`src/sleep_wake_pkg.sv`:
```
// Constants, register map and types of the sleep and wake-up sequencer.
// Assumes one 250 MHz system clock that also stands for the oscillator.
package sleep_wake_pkg;

    // ------------------------------------------------------------------
    // Register map (byte addresses, one 32-bit word each)
    // ------------------------------------------------------------------
    localparam logic [7:0] OFS_CTRL = 8'h00;
    localparam logic [7:0] OFS_IRQ_EN = 8'h04;
    localparam logic [7:0] OFS_IRQ_FLAG = 8'h08;
    localparam logic [7:0] OFS_PWR_STAT = 8'h0C;
    localparam logic [7:0] OFS_EVT_STAT = 8'h10;
    localparam logic [7:0] OFS_EVT_MASK = 8'h14;

    // ------------------------------------------------------------------
    // Fields and reset values
    // ------------------------------------------------------------------
    localparam int unsigned NUM_SRC = 8;
    localparam int unsigned CTRL_GLOBAL_EN_BIT = 0;
    localparam int unsigned CTRL_OSC_LSB = 1;
    localparam int unsigned PWR_TIMEOUT_BIT = 0;
    localparam int unsigned PWR_POWERDOWN_BIT = 1;
    localparam int unsigned PWR_STATE_LSB = 2;
    localparam int unsigned EVT_SLEPT = 0;
    localparam int unsigned EVT_NOOP = 1;
    localparam int unsigned EVT_WOKE = 2;
    localparam int unsigned NUM_EVT = 3;
    localparam logic [2:0] CTRL_RST = 3'h0;
    localparam logic [7:0] IRQ_EN_RST = 8'h00;
    localparam logic [2:0] EVT_MASK_RST = 3'h0;
    localparam logic TIMEOUT_RST = 1'b1;
    localparam logic POWERDOWN_RST = 1'b1;
    localparam logic [12:0] VECTOR_ADDR = 13'h0004;

    // ------------------------------------------------------------------
    // Timing
    // ------------------------------------------------------------------
    localparam int unsigned CLK_PERIOD_PS = 4000;
    localparam int unsigned TOSC_PS = 4000;
    localparam int unsigned OST_TOSC = 1024;
    localparam int unsigned OST_CYCLES =
        (OST_TOSC * TOSC_PS + CLK_PERIOD_PS - 1) / CLK_PERIOD_PS;
    localparam int unsigned Q_PER_INSTR = 4;
    localparam int unsigned DUMMY_INSTR = 2;

    // ------------------------------------------------------------------
    // Types
    // ------------------------------------------------------------------
    typedef enum logic [1:0] {
        OSC_RC, OSC_XTAL_STD, OSC_XTAL_FAST, OSC_XTAL_SLOW
    } osc_mode_t;

    typedef enum logic [2:0] {
        ST_AWAKE, ST_SLEEP, ST_OST, ST_NEXT, ST_DUMMY
    } state_t;

endpackage

```
`src/sleep_wake.sv`:
```
// Sleep entry and interrupt wake-up sequencer with an APB register file.
// Assumes interrupt sources, the sleep request and the watchdog wake come
// from logic on sys_clk_i; the core honours exec_hold_o/dummy_o.
`timescale 1ns/1ps
`default_nettype none

module sleep_wake
    import sleep_wake_pkg::*;
(
    // Clock and reset
    input wire logic sys_clk_i,
    input wire logic rst_n_i,
    // APB slave
    input wire logic psel_i,
    input wire logic penable_i,
    input wire logic pwrite_i,
    input wire logic [7:0] paddr_i,
    input wire logic [31:0] pwdata_i,
    output logic [31:0] prdata_o,
    output logic pready_o,
    output logic pslverr_o,
    // Core side
    input wire logic sleep_instr_i,
    input wire logic [NUM_SRC-1:0] irq_src_i,
    input wire logic wdt_wake_i,
    output logic wdt_clear_o,
    output logic osc_off_o,
    output logic exec_hold_o,
    output logic dummy_o,
    output logic vector_o,
    output logic [12:0] vector_addr_o,
    // Interrupt
    output logic irq_o
);

    // ------------------------------------------------------------------
    // Instruction-cycle enable
    // ------------------------------------------------------------------
    logic [1:0] qph_q, qph_d;
    logic instr_ce;

    always_comb begin
        qph_d = qph_q + 2'h1;
    end

    always_ff @(posedge sys_clk_i or negedge rst_n_i) begin
        if (!rst_n_i) begin
            qph_q <= 2'h0;
        end else begin
            qph_q <= qph_d;
        end
    end

    assign instr_ce = (qph_q == 2'(Q_PER_INSTR - 1));

    // ------------------------------------------------------------------
    // APB access
    // ------------------------------------------------------------------
    logic [31:0] prdata_q, prdata_d;
    logic pready_q, pready_d, pslverr_q, pslverr_d;
    logic [2:0] ctrl_q, ctrl_d;
    logic [7:0] irq_en_q, irq_en_d, irq_flag_q, irq_flag_d;
    logic [2:0] evt_q, evt_d, evt_mask_q, evt_mask_d, evt_set;
    logic irq_q, irq_d;
    logic tmo_q, tmo_d, pwrdn_q, pwrdn_d;
    state_t st_q, st_d;
    logic wr_en, pend, glb_en, xtal;

    function automatic logic mapped(input logic [7:0] a);
        mapped = (a == OFS_CTRL) || (a == OFS_IRQ_EN) ||
                 (a == OFS_IRQ_FLAG) || (a == OFS_PWR_STAT) ||
                 (a == OFS_EVT_STAT) || (a == OFS_EVT_MASK);
    endfunction

    function automatic logic wr_hit(input logic [7:0] a);
        wr_hit = wr_en && (paddr_i == a);
    endfunction

    // Writes land at the edge where pready is seen high
    assign wr_en = psel_i && penable_i && pwrite_i && pready_q;
    assign glb_en = ctrl_q[CTRL_GLOBAL_EN_BIT];
    assign xtal = (ctrl_q[CTRL_OSC_LSB +: 2] != OSC_RC);
    // Global enable is deliberately not part of the wake condition
    assign pend = |(irq_en_q & irq_flag_q);

    always_comb begin
        pready_d = psel_i && penable_i && !pready_q;
        pslverr_d = pready_d && !mapped(paddr_i);
        prdata_d = prdata_q;
        if (pready_d) begin
            prdata_d = 32'h0000_0000;
            case (paddr_i)
                OFS_CTRL: prdata_d[2:0] = ctrl_q;
                OFS_IRQ_EN: prdata_d[7:0] = irq_en_q;
                OFS_IRQ_FLAG: prdata_d[7:0] = irq_flag_q;
                OFS_PWR_STAT: begin
                    prdata_d[PWR_TIMEOUT_BIT] = tmo_q;
                    prdata_d[PWR_POWERDOWN_BIT] = pwrdn_q;
                    prdata_d[PWR_STATE_LSB +: 3] = st_q;
                end
                OFS_EVT_STAT: prdata_d[2:0] = evt_q;
                OFS_EVT_MASK: prdata_d[2:0] = evt_mask_q;
                default: prdata_d = 32'h0000_0000;
            endcase
        end
        ctrl_d = wr_hit(OFS_CTRL) ? pwdata_i[2:0] : ctrl_q;
        irq_en_d = wr_hit(OFS_IRQ_EN) ? pwdata_i[7:0] : irq_en_q;
        evt_mask_d = wr_hit(OFS_EVT_MASK) ? pwdata_i[2:0] : evt_mask_q;
        // A source pulse in the clearing cycle survives the clear
        irq_flag_d = irq_flag_q | irq_src_i;
        if (wr_hit(OFS_IRQ_FLAG)) begin
            irq_flag_d = (irq_flag_q & ~pwdata_i[7:0]) | irq_src_i;
        end
        evt_d = evt_q | evt_set;
        if (wr_hit(OFS_EVT_STAT)) begin
            evt_d = (evt_q & ~pwdata_i[2:0]) | evt_set;
        end
        irq_d = |(evt_d & evt_mask_d);
    end

    always_ff @(posedge sys_clk_i or negedge rst_n_i) begin
        if (!rst_n_i) begin
            prdata_q <= 32'h0000_0000;
            pready_q <= 1'b0;
            pslverr_q <= 1'b0;
            ctrl_q <= CTRL_RST;
            irq_en_q <= IRQ_EN_RST;
            irq_flag_q <= 8'h00;
            evt_q <= 3'h0;
            evt_mask_q <= EVT_MASK_RST;
            irq_q <= 1'b0;
        end else begin
            prdata_q <= prdata_d;
            pready_q <= pready_d;
            pslverr_q <= pslverr_d;
            ctrl_q <= ctrl_d;
            irq_en_q <= irq_en_d;
            irq_flag_q <= irq_flag_d;
            evt_q <= evt_d;
            evt_mask_q <= evt_mask_d;
            irq_q <= irq_d;
        end
    end

    // ------------------------------------------------------------------
    // Sleep sequencer
    // ------------------------------------------------------------------
    logic [10:0] cnt_q, cnt_d;
    logic wclr_q, wclr_d, vec_q, vec_d;
    logic hold_q, hold_d, dmy_q, dmy_d, osc_q, osc_d;
    logic [12:0] vaddr_q, vaddr_d;

    always_comb begin
        st_d = st_q;
        cnt_d = cnt_q;
        tmo_d = tmo_q;
        pwrdn_d = pwrdn_q;
        wclr_d = 1'b0;
        vec_d = 1'b0;
        vaddr_d = vaddr_q;
        evt_set = 3'h0;
        case (st_q)
            ST_AWAKE: begin
                if (instr_ce && sleep_instr_i) begin
                    if (pend) begin
                        // Completes as a no-op; flags and watchdog kept
                        evt_set[EVT_NOOP] = 1'b1;
                    end else begin
                        // Side effects land with the entry itself
                        wclr_d = 1'b1;
                        tmo_d = 1'b1;
                        pwrdn_d = 1'b0;
                        st_d = ST_SLEEP;
                        evt_set[EVT_SLEPT] = 1'b1;
                    end
                end
            end
            ST_SLEEP: begin
                // No wait for the instruction phase: wake is immediate
                if (pend || wdt_wake_i) begin
                    wclr_d = 1'b1;
                    if (wdt_wake_i && !pend) begin
                        tmo_d = 1'b0;
                    end
                    evt_set[EVT_WOKE] = 1'b1;
                    if (xtal) begin
                        st_d = ST_OST;
                        cnt_d = 11'(OST_CYCLES - 1);
                    end else begin
                        st_d = ST_NEXT;
                    end
                end
            end
            ST_OST: begin
                if (cnt_q == 11'h000) begin
                    st_d = ST_NEXT;
                end else begin
                    cnt_d = cnt_q - 11'h001;
                end
            end
            ST_NEXT: begin
                // The prefetched instruction runs during this cycle
                if (instr_ce) begin
                    if (glb_en && pend) begin
                        st_d = ST_DUMMY;
                        cnt_d = 11'(DUMMY_INSTR - 1);
                    end else begin
                        st_d = ST_AWAKE;
                    end
                end
            end
            ST_DUMMY: begin
                if (instr_ce) begin
                    if (cnt_q == 11'h000) begin
                        st_d = ST_AWAKE;
                        vec_d = 1'b1;
                        vaddr_d = VECTOR_ADDR;
                    end else begin
                        cnt_d = cnt_q - 11'h001;
                    end
                end
            end
            default: st_d = ST_AWAKE;
        endcase
        hold_d = (st_d == ST_SLEEP) || (st_d == ST_OST) ||
                 (st_d == ST_DUMMY);
        dmy_d = (st_d == ST_DUMMY);
        // Oscillator stays off until the start-up wait begins
        osc_d = (st_d == ST_SLEEP);
    end

    always_ff @(posedge sys_clk_i or negedge rst_n_i) begin
        if (!rst_n_i) begin
            st_q <= ST_AWAKE;
            cnt_q <= 11'h000;
            tmo_q <= TIMEOUT_RST;
            pwrdn_q <= POWERDOWN_RST;
            wclr_q <= 1'b0;
            vec_q <= 1'b0;
            vaddr_q <= 13'h0000;
            hold_q <= 1'b0;
            dmy_q <= 1'b0;
            osc_q <= 1'b0;
        end else begin
            st_q <= st_d;
            cnt_q <= cnt_d;
            tmo_q <= tmo_d;
            pwrdn_q <= pwrdn_d;
            wclr_q <= wclr_d;
            vec_q <= vec_d;
            vaddr_q <= vaddr_d;
            hold_q <= hold_d;
            dmy_q <= dmy_d;
            osc_q <= osc_d;
        end
    end

    assign prdata_o = prdata_q;
    assign pready_o = pready_q;
    assign pslverr_o = pslverr_q;
    assign wdt_clear_o = wclr_q;
    assign osc_off_o = osc_q;
    assign exec_hold_o = hold_q;
    assign dummy_o = dmy_q;
    assign vector_o = vec_q;
    assign vector_addr_o = vaddr_q;
    assign irq_o = irq_q;

    // ------------------------------------------------------------------
    // Assertions
    // ------------------------------------------------------------------
    logic [10:0] ost_run_q;

    always_ff @(posedge sys_clk_i or negedge rst_n_i) begin
        if (!rst_n_i) begin
            ost_run_q <= 11'h000;
        end else begin
            ost_run_q <= (st_q == ST_OST) ? ost_run_q + 11'h001 : 11'h000;
        end
    end

    logic sleep_req;
    assign sleep_req = (st_q == ST_AWAKE) && instr_ce && sleep_instr_i;
endmodule // sleep_wake

`default_nettype wire

```
`config.mk`:
```
export PLATFORM = sky130hd
export DESIGN_NAME = sleep_wake
export DESIGN_NICKNAME = d
export VERILOG_FILES = /design/src/sleep_wake_pkg.sv /design/src/sleep_wake.sv
export SDC_FILE = /design/constraint.sdc
export NUM_CORES = 1
export LEC_CHECK = 0
export BUFFER_PORTS_ARGS = -buffer_cell sky130_fd_sc_hd__buf_4
export CORE_MARGIN = 2
export CORE_UTILIZATION = 50
export DETAILED_ROUTE_END_ITERATION = 16
export PLACE_DENSITY_LB_ADDON = 0.2
export SYNTH_ARGS = -nofsm -noshare
export SYNTH_HDL_FRONTEND = slang
export SYNTH_SLANG_ARGS = --single-unit
```
`constraint.sdc`:
```
create_clock -name sys_clk_i -period 2.3 [get_ports sys_clk_i]
set_clock_uncertainty 0.1 [all_clocks]
set_input_delay 0.345 -clock sys_clk_i [delete_from_list [all_inputs] [get_ports sys_clk_i]]
set_output_delay 0.345 -clock sys_clk_i [all_outputs]
set_load 0.02 [all_outputs]
```
======== Yosys cells after proc, flatten, opt, wreduce, memory -nomap -nowiden ========
Cells that the tools add are included.
W data, S select, Z words.
cells by class
  add/sub/neg operators ................... 2
  equal/unequal tests ..................... 21
  muxes and demuxes ....................... 39
  bitwise logic cells ..................... 11
  reductions and logical operators ........ 36
operators with widths
  kind                     number
  $mux W11                 6
  $pmux W11 S4             1
  $mux W3                  10
  $pmux W3 S6              1
  $and A8 B8 Y8            2
  $eq A8 B4 Y1 const B     2
  $eq A8 B5 Y1 const B     2
  $ne A2 B2 Y1 const B     8
  $or A8 B8 Y8             2
  $pmux W3 S5              1
  $logic_and A1 B1 Y1      13
  $mux W1                  13
  $logic_not A11 Y1        1
  $sub A11 B1 Y11 const B  1
  $eq A3 B2 Y1 const B     3
  $eq A8 B3 Y1 const B     1
  $logic_not A8 Y1         1
  $logic_or A1 B1 Y1       8
  $mux W8                  1
  $not A8 Y8               1
  $reduce_or A8 Y1         1
  $and A3 B3 Y3            2
  $eq A3 B1 Y1 const B     2
  $eq A3 B3 Y1 const B     2
  other kinds (17)         24
word-level totals
  register bits after elaboration ......... 60
  bits of input ports ..................... 55
  logic and storage cells ................. 129

======== Depth between registers and ports, before layout ========
  depth in word-level cells ............... 9
  depth in mapped cells ................... 8
  gate-level depth less buffers ........... 7

======== Worst setup path before layout ========
OpenSTA, ideal clock, no wires.
  kind .................................... input-to-reg
  from .................................... input paddr_i[7]
  to ...................................... register irq_q (netlist: irq_o)
  data arrival time ....................... 2.148 ns
  required time ........................... 2.074 ns
  slack ................................... -0.074 ns
  stages .................................. 5
  path buffers ............................ 0
  cells stage by stage .................... or3_4 -> or4_4 -> nor3_1 -> mux2_2 -> a221o_1
on the way
  word-level cells in the longest chain between the ends .. 5
  elaborated cells between the ends (all ways) .. 8
RTL lines
  what                     line               source
  start, declared          sleep_wake.sv:17   input wire logic [7:0] paddr_i,
  $eq A8 B5 Y1             sleep_wake.sv:76   wr_hit = wr_en && (paddr_i == a);
  $logic_and A1 B1 Y1      sleep_wake.sv:76
  $mux W3                  sleep_wake.sv:108  evt_mask_d = wr_hit(OFS_EVT_MASK) ? pwdata_i[2:0] : evt_mask_q;
  named net evt_mask_d[0]  sleep_wake.sv:63   logic [2:0] evt_q, evt_d, evt_mask_q, evt_mask_d, evt_set;
  $and A3 B3 Y3            sleep_wake.sv:118  irq_d = |(evt_d & evt_mask_d);
  $reduce_or A3 Y1         sleep_wake.sv:118
  named net irq_d          sleep_wake.sv:64   logic irq_q, irq_d;
  end signal, assigned     sleep_wake.sv:141  irq_q <= irq_d;
  end, declared            sleep_wake.sv:64
The timed path passes the listed nets, and every way through them passes these cells.
A chain may end at the register's enable or synchronous reset.

======== Worst setup path in the final report ========
  from .................................... register irq_flag_q[6]
  to ...................................... register hold_q (netlist: exec_hold_o)
on the way
  elaborated cells between the ends (all ways) .. 15
RTL lines
  what                                           line                                  source
  start, declared                                sleep_wake.sv:62                      logic [7:0] irq_en_q, irq_en_d, irq_flag_q, irq_flag_d;
  start signal, assigned                         sleep_wake.sv:138                     irq_flag_q <= irq_flag_d;
  $and A8 B8 Y8 (*)                              sleep_wake.sv:84                      assign pend = |(irq_en_q & irq_flag_q);
  $reduce_or A8 Y1 (*)                           sleep_wake.sv:84
  $mux W3 or $logic_or A1 B1 Y1 (tied branches)  sleep_wake.sv:165, sleep_wake.sv:180
  $mux W3 (on tied branches)                     sleep_wake.sv:164, sleep_wake.sv:180
  $pmux W3 S5 (*)                                sleep_wake.sv:162                     case (st_q)
  named net st_d[1]                              sleep_wake.sv:66                      state_t st_q, st_d;
  $eq A3 B1 Y1 or $eq A3 B2 Y1 (tied branches)   sleep_wake.sv:225                     hold_d = (st_d == ST_SLEEP) || (st_d == ST_OST) ||
  $logic_or A1 B1 Y1                             sleep_wake.sv:225
  $logic_or A1 B1 Y1 (*)                         sleep_wake.sv:225
  named net hold_d                               sleep_wake.sv:150                     logic hold_q, hold_d, dmy_q, dmy_d, osc_q, osc_d;
  end signal, assigned                           sleep_wake.sv:252                     hold_q <= hold_d;
  end, declared                                  sleep_wake.sv:150
The timed path passes the listed nets; every way through them passes the cells marked *.

==> results.sh <==
export IMPL_grt_pass1_wl_um=12000
export IMPL_r2r_slack_ns=0.11
export IMPL_wl_met3_um=404
export IMPL_n_antenna_cell=0
export IMPL_worstReg2RegStart="irq_flag_q[6]$_DFF_PN0_"
export IMPL_fin_cells=468
export IMPL_nets=443
export IMPL_fmax_ghz=0.4562
export IMPL_grtUsageTotal=0.2122
export IMPL_cts_made_buffers=9
export IMPL_finalCritPeriodShare=0.9531
export IMPL_cts_tree="built"
export IMPL_rr_worst_depth=5
export IMPL_grt_pass1_vias=2552
export IMPL_syn_area_sq_mm=0.003252
export IMPL_rsz0062_at_grt="no"
export IMPL_avgViaCountPerCell=5.534
export IMPL_yosysSeqAreaShare=0.4625
export IMPL_wl_um=7026
export IMPL_powerDensity_mw_per_mm2=832.5
export IMPL_max_slew_margin_rel=0.5064
export IMPL_cp_arrival_ns=2.32
export IMPL_ys_warn_count=0
export IMPL_drc=0
export IMPL_dr_pass1_iters=4
export IMPL_rows=29
export IMPL_layout_drive_gt1_share=0.2813
export IMPL_setup_violations=0
export IMPL_startpoint_type="flip-flop"
export IMPL_fin_hold_ws_ns=-0.01576
export IMPL_irDropWorstVdd_v=0.0006324
export IMPL_fp_dieW_um=84.65
export IMPL_hpwl_um=5133
export IMPL_post_cts_buffers=0
export IMPL_synth_top_area_frac=0.4463
export IMPL_status="finished with violations"
export IMPL_period_minus_slack_ns=2.192
export IMPL_area_growth_pct=18.16
export IMPL_synthFlopType="dfrtp_1"
export IMPL_gp_congestion=0.8326
export IMPL_wl_met1_um=3320
export IMPL_clk_latency_ns=0.34
export IMPL_synthCells=321
export IMPL_io_buffer_count=47
export IMPL_dpl_cell_area_sq_mm=0.003680
export IMPL_cts_sinks=60
export IMPL_h_tree_depth=3
export IMPL_crit_fanout=3
export IMPL_tightestPinTransition_ns=0.7404
export IMPL_dr_wl_met2_um=3168
export IMPL_drv_cap=0
export IMPL_routedWlPerCell_um=15.01
export IMPL_ys_types=61
export IMPL_drv_slew=0
export IMPL_critical_path_slowest_cell="or4_1"
export IMPL_fillers=545
export IMPL_cts_repair_resized=0
export IMPL_root_buffer="clkbuf_8"
export IMPL_fin_util=0.6086
export IMPL_hold_class="input pin to async pin"
export IMPL_reg2reg_to="exec_hold_o$_DFF_PN0_"
export IMPL_design_area_sq_mm=0.003842
export IMPL_slowest_delay_ns=0.53
export IMPL_postCtsHoldBufs=0
export IMPL_required_ns=2.42
export IMPL_ys_seq_elements=60
export IMPL_io_pins=108
export IMPL_antenna_found_initial=0
export IMPL_leakage_nw=1.829
export IMPL_clkTransAtPathRegs_ns=0.06
export IMPL_hold_viol=50
export IMPL_start_util=0.5151
export IMPL_async_flop_share=1.000
export IMPL_highest_signal_layer="met4"
export IMPL_core_sq_mm=0.006314
export IMPL_crit_type="flip-flop to flip-flop"
export IMPL_overflow=0
export IMPL_dieArea_sq_mm=0.007165
export IMPL_die_h_um=84.65
export IMPL_critPathCaptureType="flip-flop"
export IMPL_yosys_top_cells_area="dfrtp_1 45%, buf_4 8.3%, mux2_2 4.5%"
export IMPL_path_cells="a22oi_1 -> nand4_1 -> o311a_1 -> or4_1 -> a21o_1"
export IMPL_drt_iter0_drc=169
export IMPL_grt_max_degree=61
export IMPL_synth_largest_area_cell="dfrtp_1"
export IMPL_failed_checks="hold timing"
export IMPL_synth_edf_count=0
export IMPL_antenna_left=0
export IMPL_dp_cells=452
export IMPL_avgSynthCellArea_sq_um=10.13
export IMPL_vias=2590
export IMPL_cts_buffer_depth=2
[worst max-delay path by stage]
stage                     cells after the start                     from               endpoint
after global routing                          8     cnt_q[0]$_DFFE_PN0P_  exec_hold_o$_DFF_PN0_
after detailed placement                      6               paddr_i[7]        irq_o$_DFF_PN0_
after floorplan                               5               paddr_i[7]        irq_o$_DFF_PN0_
after CTS                                     5  irq_flag_q[6]$_DFF_PN0_  exec_hold_o$_DFF_PN0_
after global placement                        6               paddr_i[7]        irq_o$_DFF_PN0_
final                                         5  irq_flag_q[6]$_DFF_PN0_  exec_hold_o$_DFF_PN0_
[final cells by class]
| cell class | count | area (sq um) | share of cell area |
|---|---|---|---|
| inverter | 6 | 22.52 | 0.005861 |
| sequential | 60 | 1504 | 0.3914 |
| multi-input combinational | 242 | 1541 | 0.4012 |
| timing repair buffer | 67 | 515.5 | 0.1342 |
| clock inverter | 2 | 10.01 | 0.002605 |
| clock buffer | 14 | 152.6 | 0.03973 |
| tap | 77 | 96.34 | 0.02507 |
[kinds of logic after synthesis]
logic type,after synthesis,share of synthesized area
other cells,1,0.001153
compound gates,74,0.1531
xor+xnor,1,0.002694
mux,22,0.08426
fa+ha+maj,2,0.007694
buf+inv,54,0.1073
simple gates,107,0.1812
flops,60,0.4625
[metrics by stage]
step                      power [mW]  setup TNS (ns)  setup slack [ns]
after floorplan                2.133        -0.01277          -0.01277
after global placement         2.361         -0.7716           -0.1666
after detailed placement       2.396          -1.225           -0.1843
after CTS                      3.206               0            0.1272
after global routing           3.406               0           0.01471
final                          3.199               0            0.1079
[routing by layer]
layer,up-vias,GRT usage
met4,0,0.09380
met1,1263,0.2960
met2,103,0.3264
met5,-,0
met3,13,0.03736
li1,1211,-
[cells in the final DEF, fill, tap and decap left out, types with 3 or more instances in the layout]
cell type	count
nor2b_1	5
buf_4	66
or3_1	4
mux4_2	3
mux2i_1	6
mux2_2	13
dfrtp_1	58
clkbuf_1	4
o21ai_0	14
nor3_1	5
a31oi_1	4
nand2b_1	6
o31ai_1	4
nand2_1	26
inv_1	6
a21o_1	11
a21oi_1	14
clkbuf_8	10
or2_2	5
nor4_1	3
a22oi_1	8
conb_1	36
nor2_1	26
nand4_1	5
[worst max-delay path, delay by kind of cell, from the launching register on]
kind,cells,cell delay (ns)
AO/OA/AOI/OAI,3,0.84
AND/OR/NAND/NOR,2,0.73
flip-flops,1,0.40
[cell usage after synthesis, types with 2 or more instances]
cell type  instances
a21o_1            11
a21oi_1           14
a22oi_1            8
a31oi_1            4
and3_1             2
buf_2              3
buf_4             36
clkbuf_1           7
dfrtp_1           58
dfstp_2            2
ha_1               2
inv_1              6
mux2_2            13
mux2i_1            6
mux4_2             3
nand2_1           26
nand2b_1           6
nand3_1            2
nand3b_1           2
nand4_1            5
nor2_1            26
nor2b_1            5
nor3_1             6
nor3b_1            2
nor4_1             3
o211ai_1           2
o21ai_0           14
o21bai_1           2
o311ai_0           2
o31ai_1            4
or2_2              5
or3_1              4
or4_1              2
[where the power goes]
part           switching (mW)  leakage (nW)  total, mW  internal [mW]
clock                   0.388        0.0844      0.806          0.418
sequential              0.126         0.733       1.34           1.21
combinational           0.629          1.01       1.06          0.427
total                    1.14          1.83       3.20           2.06
[sequential cells by signal (all words and copies together), names as in the netlist, 2 cells and up]
register,flops
evt_mask_q,3
evt_q,3
cnt_q,11
ctrl_q,3
irq_en_q,8
st_q,3
irq_flag_q,8
qph_q,2
prdata_o,8
Power figures use the tool's default switching activity.
